$ cat src/verilog/lfp_pkg.sv
// constants for the rx/tx buffer partition and rx datapath block
// assumes: one clock domain, apb register access, 32-bit words
package lfp_pkg;

	// ------------------------------------------------------------
	// register offsets (byte addresses)
	// ------------------------------------------------------------
	localparam logic [7:0] OFF_DROP = 8'h70;
	localparam logic [7:0] OFF_CFG = 8'h74;
	localparam logic [7:0] OFF_CTRL = 8'h78;
	localparam logic [7:0] OFF_INFO = 8'h7C;

	// ------------------------------------------------------------
	// fields and reset values
	// ------------------------------------------------------------
	localparam int ALLOC_W = 4;
	localparam logic [3:0] CFG_ALLOC_RST = 4'h5;
	localparam int FFWD_BIT = 31;
	localparam logic [15:0] RX_USED_RST = 16'h0000;
	localparam logic [7:0] RXS_USED_RST = 8'h00;

	// ------------------------------------------------------------
	// buffer sizes
	// ------------------------------------------------------------
	localparam logic [15:0] BUF_BYTES = 16'h4000;
	localparam logic [15:0] TXS_BYTES = 16'h0200;
	localparam int KB_SHIFT = 10;
	localparam int RXS_SHIFT = 4;
	localparam logic [15:0] RXD_FULL_MARGIN = 16'h0010;
	localparam logic [15:0] WORD_BYTES = 16'h0004;
	localparam logic [9:0] TX_STAGE_WORDS = 10'h200;
	localparam logic [1:0] TX_STAGE_FRAMES = 2'h2;
	localparam int RX_STAGE_AW = 5;
	localparam int FRQ_AW = 4;

	// ------------------------------------------------------------
	// mac intake state
	// ------------------------------------------------------------
	typedef enum logic [2:0] {
		LFP_IDLE = 3'b001,
		LFP_PASS = 3'b010,
		LFP_SKIP = 3'b100
	} lfp_rx_st_t;

endpackage

$ cat src/verilog/lfp_alloc.sv
// derives both region sizes and three fifo sizes from the transmit allocation setting
// assumes: setting is held in a register of the same clock
`timescale 1ns/1ps
`default_nettype none
module lfp_alloc (
	input wire logic mclk,
	input wire logic rstn,
	input wire logic [lfp_pkg::ALLOC_W-1:0] alloc,
	output logic [15:0] tx_total,
	output logic [15:0] tx_data,
	output logic [15:0] rx_total,
	output logic [15:0] rx_stat,
	output logic [15:0] rx_data
);
	logic [15:0] next_tx_total;
	logic [15:0] next_rx_total;
	logic [15:0] next_rx_stat;

	// whole 16 kbyte shared buffer, reserved settings not trapped
	assign next_tx_total = 16'({12'h000, alloc} << lfp_pkg::KB_SHIFT);
	assign next_rx_total = lfp_pkg::BUF_BYTES - next_tx_total;
	assign next_rx_stat = next_rx_total >> lfp_pkg::RXS_SHIFT;

	always_ff @(posedge mclk) begin
		if (!rstn) begin
			tx_total <= '0;
			tx_data <= '0;
			rx_total <= '0;
			rx_stat <= '0;
			rx_data <= '0;
		end else begin
			tx_total <= next_tx_total;
			tx_data <= next_tx_total - lfp_pkg::TXS_BYTES;
			rx_total <= next_rx_total;
			rx_stat <= next_rx_stat;
			rx_data <= next_rx_total - next_rx_stat;
		end
	end
endmodule // lfp_alloc
`default_nettype wire

$ cat src/verilog/lfp_fifo.sv
// small flip-flop fifo used for staging and frame records
// assumes: same clock on both sides, pops only while out_valid
`timescale 1ns/1ps
`default_nettype none
module lfp_fifo #(
	parameter int W = 8,
	parameter int AW = 4
) (
	input wire logic mclk,
	input wire logic rstn,
	input wire logic in_valid,
	input wire logic [W-1:0] in_data,
	output logic in_ready,
	output logic out_valid,
	output logic [W-1:0] out_data,
	input wire logic out_ready,
	output logic [AW:0] count
);
	localparam logic [AW:0] FULL = (AW+1)'(2**AW);
	logic [W-1:0] mem [2**AW];
	logic [AW-1:0] wp;
	logic [AW-1:0] rp;
	logic push;
	logic pop;

	assign in_ready = count != FULL;
	assign out_valid = count != '0;
	assign out_data = mem[rp];
	assign push = in_valid & in_ready;
	assign pop = out_ready & out_valid;

	always_ff @(posedge mclk) begin
		if (push) begin
			mem[wp] <= in_data;
		end
	end

	always_ff @(posedge mclk) begin
		if (!rstn) begin
			wp <= '0;
			rp <= '0;
			count <= '0;
		end else begin
			if (push) begin
				wp <= wp + 1'b1;
			end
			if (pop) begin
				rp <= rp + 1'b1;
			end
			case ({push, pop})
				2'b10: count <= count + 1'b1;
				2'b01: count <= count - 1'b1;
				default: count <= count;
			endcase
		end
	end
endmodule // lfp_fifo
`default_nettype wire

$ cat src/verilog/lfp_rx_partition.sv
// buffer partition, mac staging and rx datapath with apb registers
// assumes: mac, host fifo ports and apb master all on mclk
// What this block does
// - tx status fifo is always 512 bytes inside the tx region
// - tx region equals setting times 1024 bytes
// - tx data fifo is tx region minus status, holds commands
// - rx region is 16384 minus tx region
// - rx status fifo is one sixteenth of rx region
// - rx data fifo is rx region minus rx status
// - rx data fifo is full four words before its length
// - fixed staging of 2k bytes tx and 128 bytes rx
// - refill tx staging as room frees, at most two frames
// - rx data goes mac to staging to fifo, waits while full
// - on staging overrun drop frames until room, count each
// - staging levels hidden and excluded from host levels
// - writing bit 31 of control skips to next frame
// - skip bit reads one while busy, self clears, resets zero
// - info bits 23-16 give rx status words used
// - info bits 15-0 give rx data bytes used, word rounded
//
// Implementation choice: the APB register port.
`timescale 1ns/1ps
`default_nettype none
module lfp_rx_partition (
	input wire logic mclk,
	input wire logic rstn,
	input wire logic psel,
	input wire logic penable,
	input wire logic pwrite,
	input wire logic [7:0] paddr,
	input wire logic [31:0] pwdata,
	output logic [31:0] prdata,
	output logic pready,
	output logic pslverr,
	input wire logic mac_rx_valid,
	input wire logic [31:0] mac_rx_data,
	input wire logic mac_rx_last,
	output logic rxd_wr_en,
	output logic [31:0] rxd_wr_data,
	input wire logic host_rxd_rd,
	input wire logic host_rxs_rd,
	output logic rxs_valid,
	output logic [15:0] rxs_data,
	input wire logic txd_avail,
	input wire logic txd_last,
	output logic txd_pop,
	input wire logic mac_tx_rd,
	input wire logic mac_tx_last,
	output logic [15:0] tx_data_size,
	output logic [15:0] rx_data_size,
	output logic [15:0] rx_status_size
);
	logic [3:0] alloc;
	logic ffwd;
	logic [15:0] drop_cnt;
	logic [15:0] used;
	logic [11:0] wcnt;
	logic [11:0] rd_left;
	logic close_pend;
	logic drop_mode;
	lfp_pkg::lfp_rx_st_t rx_st;
	lfp_pkg::lfp_rx_st_t next_rx_st;
	logic [9:0] tx_words;
	logic [1:0] tx_frames;
	logic [15:0] tx_total;
	logic [15:0] rx_total;

	// ------------------------------------------------------------
	// partition sizes
	// ------------------------------------------------------------
	lfp_alloc u_alloc (
		.mclk(mclk),
		.rstn(rstn),
		.alloc(alloc),
		.tx_total(tx_total),
		.tx_data(tx_data_size),
		.rx_total(rx_total),
		.rx_stat(rx_status_size),
		.rx_data(rx_data_size)
	);

	// ------------------------------------------------------------
	// rx staging buffer, 128 bytes, plus frame records
	// ------------------------------------------------------------
	logic stg_wr;
	logic [33:0] stg_din;
	logic stg_room;
	logic stg_v;
	logic [33:0] stg_q;
	logic mv;
	logic rx_full;
	logic fr_push;
	logic stq_rdy;
	logic lnq_rdy;
	logic [12:0] rxs_q;
	logic [4:0] stq_cnt;
	logic lq_v;
	logic [11:0] lq_len;
	logic lq_pop;
	logic [11:0] fr_len;

	lfp_fifo #(.W(34), .AW(lfp_pkg::RX_STAGE_AW)) u_stage (
		.mclk(mclk),
		.rstn(rstn),
		.in_valid(stg_wr),
		.in_data(stg_din),
		.in_ready(stg_room),
		.out_valid(stg_v),
		.out_data(stg_q),
		.out_ready(mv),
		.count()
	);

	lfp_fifo #(.W(13), .AW(lfp_pkg::FRQ_AW)) u_stq (
		.mclk(mclk),
		.rstn(rstn),
		.in_valid(fr_push),
		.in_data({stg_q[33], fr_len}),
		.in_ready(stq_rdy),
		.out_valid(rxs_valid),
		.out_data(rxs_q),
		.out_ready(host_rxs_rd),
		.count(stq_cnt)
	);

	lfp_fifo #(.W(12), .AW(lfp_pkg::FRQ_AW)) u_lnq (
		.mclk(mclk),
		.rstn(rstn),
		.in_valid(fr_push),
		.in_data(fr_len),
		.in_ready(lnq_rdy),
		.out_valid(lq_v),
		.out_data(lq_len),
		.out_ready(lq_pop),
		.count()
	);

	// status word: error flag, spare, length in bytes
	assign rxs_data = {rxs_q[12], 1'b0, rxs_q[11:0], 2'b00};
	assign fr_len = wcnt + 12'h001;

	// staging words never count toward used
	assign rx_full = used >= rx_data_size - lfp_pkg::RXD_FULL_MARGIN;
	assign mv = stg_v & ~rx_full &
		(~stg_q[32] | (stq_rdy & lnq_rdy));
	assign fr_push = mv & stg_q[32];

	// ------------------------------------------------------------
	// mac intake and overrun dropping
	// ------------------------------------------------------------
	logic sof_drop;
	logic acc;
	logic ovr;
	logic drop_ev;

	assign sof_drop = rx_st == lfp_pkg::LFP_IDLE && drop_mode;
	assign acc = mac_rx_valid && rx_st != lfp_pkg::LFP_SKIP && !sof_drop
		&& stg_room;
	assign ovr = mac_rx_valid && rx_st != lfp_pkg::LFP_SKIP && !sof_drop
		&& !stg_room;
	assign drop_ev = mac_rx_valid && (sof_drop || ovr);
	// a cut frame is closed by a dummy word so the host sees its end
	assign stg_wr = acc | (close_pend & stg_room);
	assign stg_din = acc ? {1'b0, mac_rx_last, mac_rx_data}
		: {2'b11, 32'h0000_0000};

	always_comb begin
		next_rx_st = rx_st;
		case (rx_st)
			lfp_pkg::LFP_IDLE, lfp_pkg::LFP_PASS, lfp_pkg::LFP_SKIP: begin
				if (mac_rx_valid) begin
					if (mac_rx_last) begin
						next_rx_st = lfp_pkg::LFP_IDLE;
					end else if (acc) begin
						next_rx_st = lfp_pkg::LFP_PASS;
					end else begin
						next_rx_st = lfp_pkg::LFP_SKIP;
					end
				end
			end
			default: next_rx_st = lfp_pkg::LFP_IDLE;
		endcase
	end

	always_ff @(posedge mclk) begin
		if (!rstn) begin
			rx_st <= lfp_pkg::LFP_IDLE;
		end else begin
			rx_st <= next_rx_st;
		end
	end

	always_ff @(posedge mclk) begin
		if (!rstn) begin
			close_pend <= 1'b0;
			drop_mode <= 1'b0;
		end else begin
			if (ovr && rx_st == lfp_pkg::LFP_PASS) begin
				close_pend <= 1'b1;
			end else if (stg_room) begin
				close_pend <= 1'b0;
			end
			// set wins; release only once the data fifo has room
			if (ovr) begin
				drop_mode <= 1'b1;
			end else if (!rx_full && !close_pend) begin
				drop_mode <= 1'b0;
			end
		end
	end

	always_ff @(posedge mclk) begin
		if (!rstn) begin
			drop_cnt <= '0;
		end else if (drop_ev) begin
			drop_cnt <= drop_cnt + 16'h0001;
		end
	end

	// ------------------------------------------------------------
	// move into rx data fifo
	// ------------------------------------------------------------
	always_ff @(posedge mclk) begin
		if (!rstn) begin
			wcnt <= '0;
			rxd_wr_en <= 1'b0;
			rxd_wr_data <= '0;
		end else begin
			rxd_wr_en <= mv;
			if (mv) begin
				rxd_wr_data <= stg_q[31:0];
				wcnt <= stg_q[32] ? 12'h000 : fr_len;
			end
		end
	end

	// ------------------------------------------------------------
	// host reads, fast-forward and used count
	// ------------------------------------------------------------
	logic rd_ok;
	logic ff_go;
	logic [11:0] skip_w;
	logic [15:0] next_used;

	// reads during a skip are not guarded; host keeps off them
	assign ff_go = ffwd;
	assign rd_ok = host_rxd_rd && (rd_left != 12'h000 || lq_v);
	assign lq_pop = rd_left == 12'h000 && ((rd_ok && !ff_go) || (ff_go && lq_v));

	always_comb begin
		skip_w = 12'h000;
		if (ff_go) begin
			skip_w = rd_left != 12'h000 ? rd_left : (lq_v ? lq_len : 12'h000);
		end else if (rd_ok) begin
			skip_w = 12'h001;
		end
		next_used = used + (mv ? lfp_pkg::WORD_BYTES : 16'h0000)
			- {2'b00, skip_w, 2'b00};
	end

	always_ff @(posedge mclk) begin
		if (!rstn) begin
			used <= lfp_pkg::RX_USED_RST;
			rd_left <= '0;
		end else begin
			used <= next_used;
			if (ff_go) begin
				rd_left <= 12'h000;
			end else if (rd_ok) begin
				rd_left <= (rd_left == 12'h000 ? lq_len : rd_left) - 12'h001;
			end
		end
	end

	// ------------------------------------------------------------
	// tx staging refill, 2k bytes
	// ------------------------------------------------------------
	logic tx_rd;

	assign txd_pop = txd_avail && tx_words < lfp_pkg::TX_STAGE_WORDS
		&& tx_frames < lfp_pkg::TX_STAGE_FRAMES;
	assign tx_rd = mac_tx_rd && tx_words != 10'h000;

	always_ff @(posedge mclk) begin
		if (!rstn) begin
			tx_words <= '0;
			tx_frames <= '0;
		end else begin
			tx_words <= tx_words + {9'h000, txd_pop} - {9'h000, tx_rd};
			case ({txd_pop & txd_last, tx_rd & mac_tx_last})
				2'b10: tx_frames <= tx_frames + 2'h1;
				2'b01: tx_frames <= tx_frames - 2'h1;
				default: tx_frames <= tx_frames;
			endcase
		end
	end

	// ------------------------------------------------------------
	// apb registers
	// ------------------------------------------------------------
	logic wr;
	logic hit;

	assign wr = psel & penable & pwrite;
	assign hit = paddr == lfp_pkg::OFF_DROP || paddr == lfp_pkg::OFF_CFG
		|| paddr == lfp_pkg::OFF_CTRL || paddr == lfp_pkg::OFF_INFO;
	assign pready = 1'b1;
	assign pslverr = psel & penable & ~hit;

	always_ff @(posedge mclk) begin
		if (!rstn) begin
			alloc <= lfp_pkg::CFG_ALLOC_RST;
			ffwd <= 1'b0;
		end else begin
			if (wr && paddr == lfp_pkg::OFF_CFG) begin
				alloc <= pwdata[3:0];
			end
			// a second write while busy is ignored, not queued
			if (ff_go) begin
				ffwd <= 1'b0;
			end else if (wr && paddr == lfp_pkg::OFF_CTRL
				&& pwdata[lfp_pkg::FFWD_BIT]) begin
				ffwd <= 1'b1;
			end
		end
	end

	// read data latched in the setup cycle
	always_ff @(posedge mclk) begin
		if (!rstn) begin
			prdata <= '0;
		end else if (psel && !penable) begin
			case (paddr)
				lfp_pkg::OFF_DROP: prdata <= {16'h0000, drop_cnt};
				lfp_pkg::OFF_CFG: prdata <= {28'h0000000, alloc};
				lfp_pkg::OFF_CTRL: prdata <= {ffwd, 31'h00000000};
				lfp_pkg::OFF_INFO: prdata <= {8'h00, 3'h0, stq_cnt, used};
				default: prdata <= 32'h0000_0000;
			endcase
		end
	end
endmodule // lfp_rx_partition
`default_nettype wire
$ cat config.mk
export PLATFORM = sky130hd
export DESIGN_NAME = lfp_rx_partition
export DESIGN_NICKNAME = d
export VERILOG_FILES = /design/src/verilog/lfp_pkg.sv /design/src/verilog/lfp_alloc.sv /design/src/verilog/lfp_fifo.sv /design/src/verilog/lfp_rx_partition.sv
export SDC_FILE = /design/constraint.sdc
export NUM_CORES = 2
export LEC_CHECK = 0
export BUFFER_PORTS_ARGS = -buffer_cell sky130_fd_sc_hd__buf_2
export CAP_MARGIN = 20
export CORE_MARGIN = 5
export CORE_UTILIZATION = 25
export CTS_CLUSTER_DIAMETER = 200
export DETAILED_ROUTE_END_ITERATION = 12
export PLACE_DENSITY = 0.49
export SYNTH_ARGS = -nofsm -noshare
export SYNTH_HDL_FRONTEND = slang
export SYNTH_SLANG_ARGS = --single-unit
$ cat constraint.sdc
create_clock -name mclk -period 6.1 [get_ports mclk]
set_input_delay 1.22 -clock mclk [delete_from_list [all_inputs] [get_ports mclk]]
set_output_delay 1.22 -clock mclk [all_outputs]
set_load 0.03 [all_outputs]
==> summary.txt <==
Final nets: 3912
Worst EP arrival: 6040 ps
slowest stage delay, CP: 480 ps
Power per Cell Area: 406 nW/um^2
setup bufs post-CTS: 0
Final Core Density: 29.3%
Max-Cap Viols: 0
Synth Cell Area: 67600 sq um
worst path buffer plus inverter count: 3
most common cell in the netlist: edfxtp_1
Avg Inst Size Synth: 19.4 sq um
initial drt markers: 3219
Worst setup EP type: flop
Top delay family on crit path: simple AND/OR/NAND/NOR gates
hold crit path type: reg2reg
ys async rst share: 0%
die width: 530 um
Fin Clk Skew: 96.2 ps
status: completed
crit share post-route: 88.0%
Synth area leader: edfxtp_1
WL final: 177000 um
post-synth top area share: 66.1%
hold wc startpoint: prdata[16]
Rel. slew slack: 27.7%
via count: 33700
Layout area overhead: 17.2%
Synth Instances: 3481
row count: 191
static leakage: 25.4 nW
peak supply drop: 475 uV
critical path peak fanout: 5
Top Ports: 218
cell breakdown of the critical path: or3_1 -> or2_2 -> nor3_1 -> nand2_1 -> xor2_1 -> ha_1 -> nor3_1 -> nand4_1 -> a21oi_1 -> a211oi_2 -> buf_4 -> nor3_4 -> inv_1 -> fa_1 -> inv_1 -> ha_1 -> nor2b_1 -> o21ai_0 -> a21oi_1 -> o31ai_1 -> a21oi_1 -> or4_1 -> and3_1
DRT Pass-1 Iters: 5
Required @ worst endpoint: 6780 ps
Detail Route Antenna Nets: 0
Initial Util: 25.0%
Crit Path Class: reg2reg
initial antenna violation count: 11
Clock Latency Late Sink: 860 ps
Slew Limit Fails: 0
Worst Setup SP: u_alloc.rx_data[9]
number of global-route vias before repair: 35100
Top FF cell, synth: edfxtp_1
Max H-tree Level: 4
Resized Gates After CTS: 0
setup TNS: 0 ps
Final GP Congestion: 0.728
Num Clock Sinks: 1694
# DRC: 0
via/cell ratio: 4.53
total global routing overflow: 0
worst slew pin tran: 1080 ps
RSZ-0062 raised after global routing: false
clock root buffer: clkbuf_16
first-pass GRT wire length: 255000 um
Seq/Total Area, Yosys: 72.2%
register bit total from synthesis: 1694
synth cell count leaders: edfxtp_1 (1488), mux4_2 (444), dfxtp_1 (206), nand2_1 (137), clkbuf_1 (121)
endpoints failing hold: 0
total CTS buffers: 182
Post-CTS Hold Fix Bufs: 0
number of synthesis warnings: 0
Max clock buf depth: 4
final critical-path required period: 5370 ps
die height: 530 um
slowest cell on the critical path: or4_1
Hold Slack: 461 ps
Fmax: 0.186 GHz
EDFF count, synth: 1488
CTS tree: yes
startpoint types: flop
Die ar.: 281000 sq um
# setup viols final: 0
# port buffers: 150
HPWL Detailed: 96900 um
gr usage total: 12.4%
worst r2r src: u_alloc.rx_data[9]
most used cell, CP: a21oi_1
library cells used by synthesis: 75
Clk pin slew, worst setup/hold paths: 60 ps
Core Box Area: 270000 sq um
wire per inst: 23.8 um
synth top area cells: edfxtp_1 (66%), mux4_2 (15%), dfxtp_1 (6.1%)
layout cells sized above 1: 26.4%
largest net degree at the start of global routing: 112
final timing paths:
kind / to / slack [ps] / depth (start not counted)
setup / recovery: used[11] / 730 / 23
hold / removal: prdata[16] / 460 / 2
setup reg to reg: used[11] / 730 / 23
hold reg to reg: prdata[16] / 460 / 2
kinds of logic after synthesis:
logic type	synth area share, %
fa+ha+maj	1.73
flops	72.2
compound gates	2.59
mux	16.2
other cells	0.0111
buf+inv	1.85
xor+xnor	1.09
simple gates	4.42
final cells by class:
type,instances,area (sq um)
clock buffer,257,5020
inverter,65,244
fill,26500,191000
multi-input combinational,1545,18100
sequential,1694,48800
clock inverter,68,599
tap,3570,4470
timing repair buffer,249,1990
antenna,2,5.00
cells in the final DEF, fill, tap and decap left out, drive strengths merged, types with 32 or more instances in the layout:
master  instances
and2          114
and3           53
buf           243
clkbuf        263
clkinv         53
conb           40
dfxtp         206
edfxtp       1488
ha             84
inv            69
mux2i          46
mux4          455
nand2         137
nand3          32
nor2           86
o211a          32
o21ai          72
xnor2          52
xor2           32
stage by stage:
stage / cell area, sq um / std cells / power (mW) / setup slack [ps]
finish: 79200 / 7450 / 32.2 / 735
global route: 79200 / 7449 / 33.9 / 324
CTS: 78900 / 7430 / 32.7 / 717
detailed placement: 73200 / 7105 / 22.0 / 736
global placement: 73200 / 7105 / 21.9 / 675
floorplan: 67800 / 3519 / 19.5 / 707
worst reg2reg max path: cells and delay by family (launching register included):
kind / cells / cell delay [ps]
buffers and inverters: 3 / 390
AO/OA/AOI/OAI: 6 / 1180
adder cells (fa/ha/maj): 3 / 900
XOR/XNOR: 1 / 150
AND/OR/NAND/NOR: 10 / 2350
flip-flops: 1 / 330
sequential cells by signal, indices dropped and copies added, names as in the netlist, 5 cells and up, named ones only:
name             flops
wcnt                12
u_alloc.tx_data      6
u_stage.mem       1088
prdata              22
rd_left             12
u_stage.rp           5
rxd_wr_data         32
u_alloc.rx_data     10
u_stage.count        6
used                14
u_stage.wp           5
u_lnq.count          5
tx_words            10
u_stq.count          5
drop_cnt            16
u_stq.mem          208
u_lnq.mem          192
where the power goes:
| group | leakage (nW) | internal, mW | switching [mW] | total [mW] |
|---|---|---|---|---|
| Combinational | 7.32 | 3.36 | 4.48 | 7.84 |
| Sequential | 15.3 | 13.4 | 0.405 | 13.8 |
| Clock | 2.75 | 6.11 | 4.50 | 10.6 |
| Total | 25.4 | 22.8 | 9.39 | 32.2 |
routing by layer:
layer  routed length, um  vias to the layer above  GRT usage, %
li1                    -                    14500             -
met1               80500                    18100          17.4
met2               84300                      833          20.2
met3                8740                      249          1.94
met4                3740                        0          2.76
met5                   0                        -             0
Note: power is estimated with default switching activity, not from simulation.
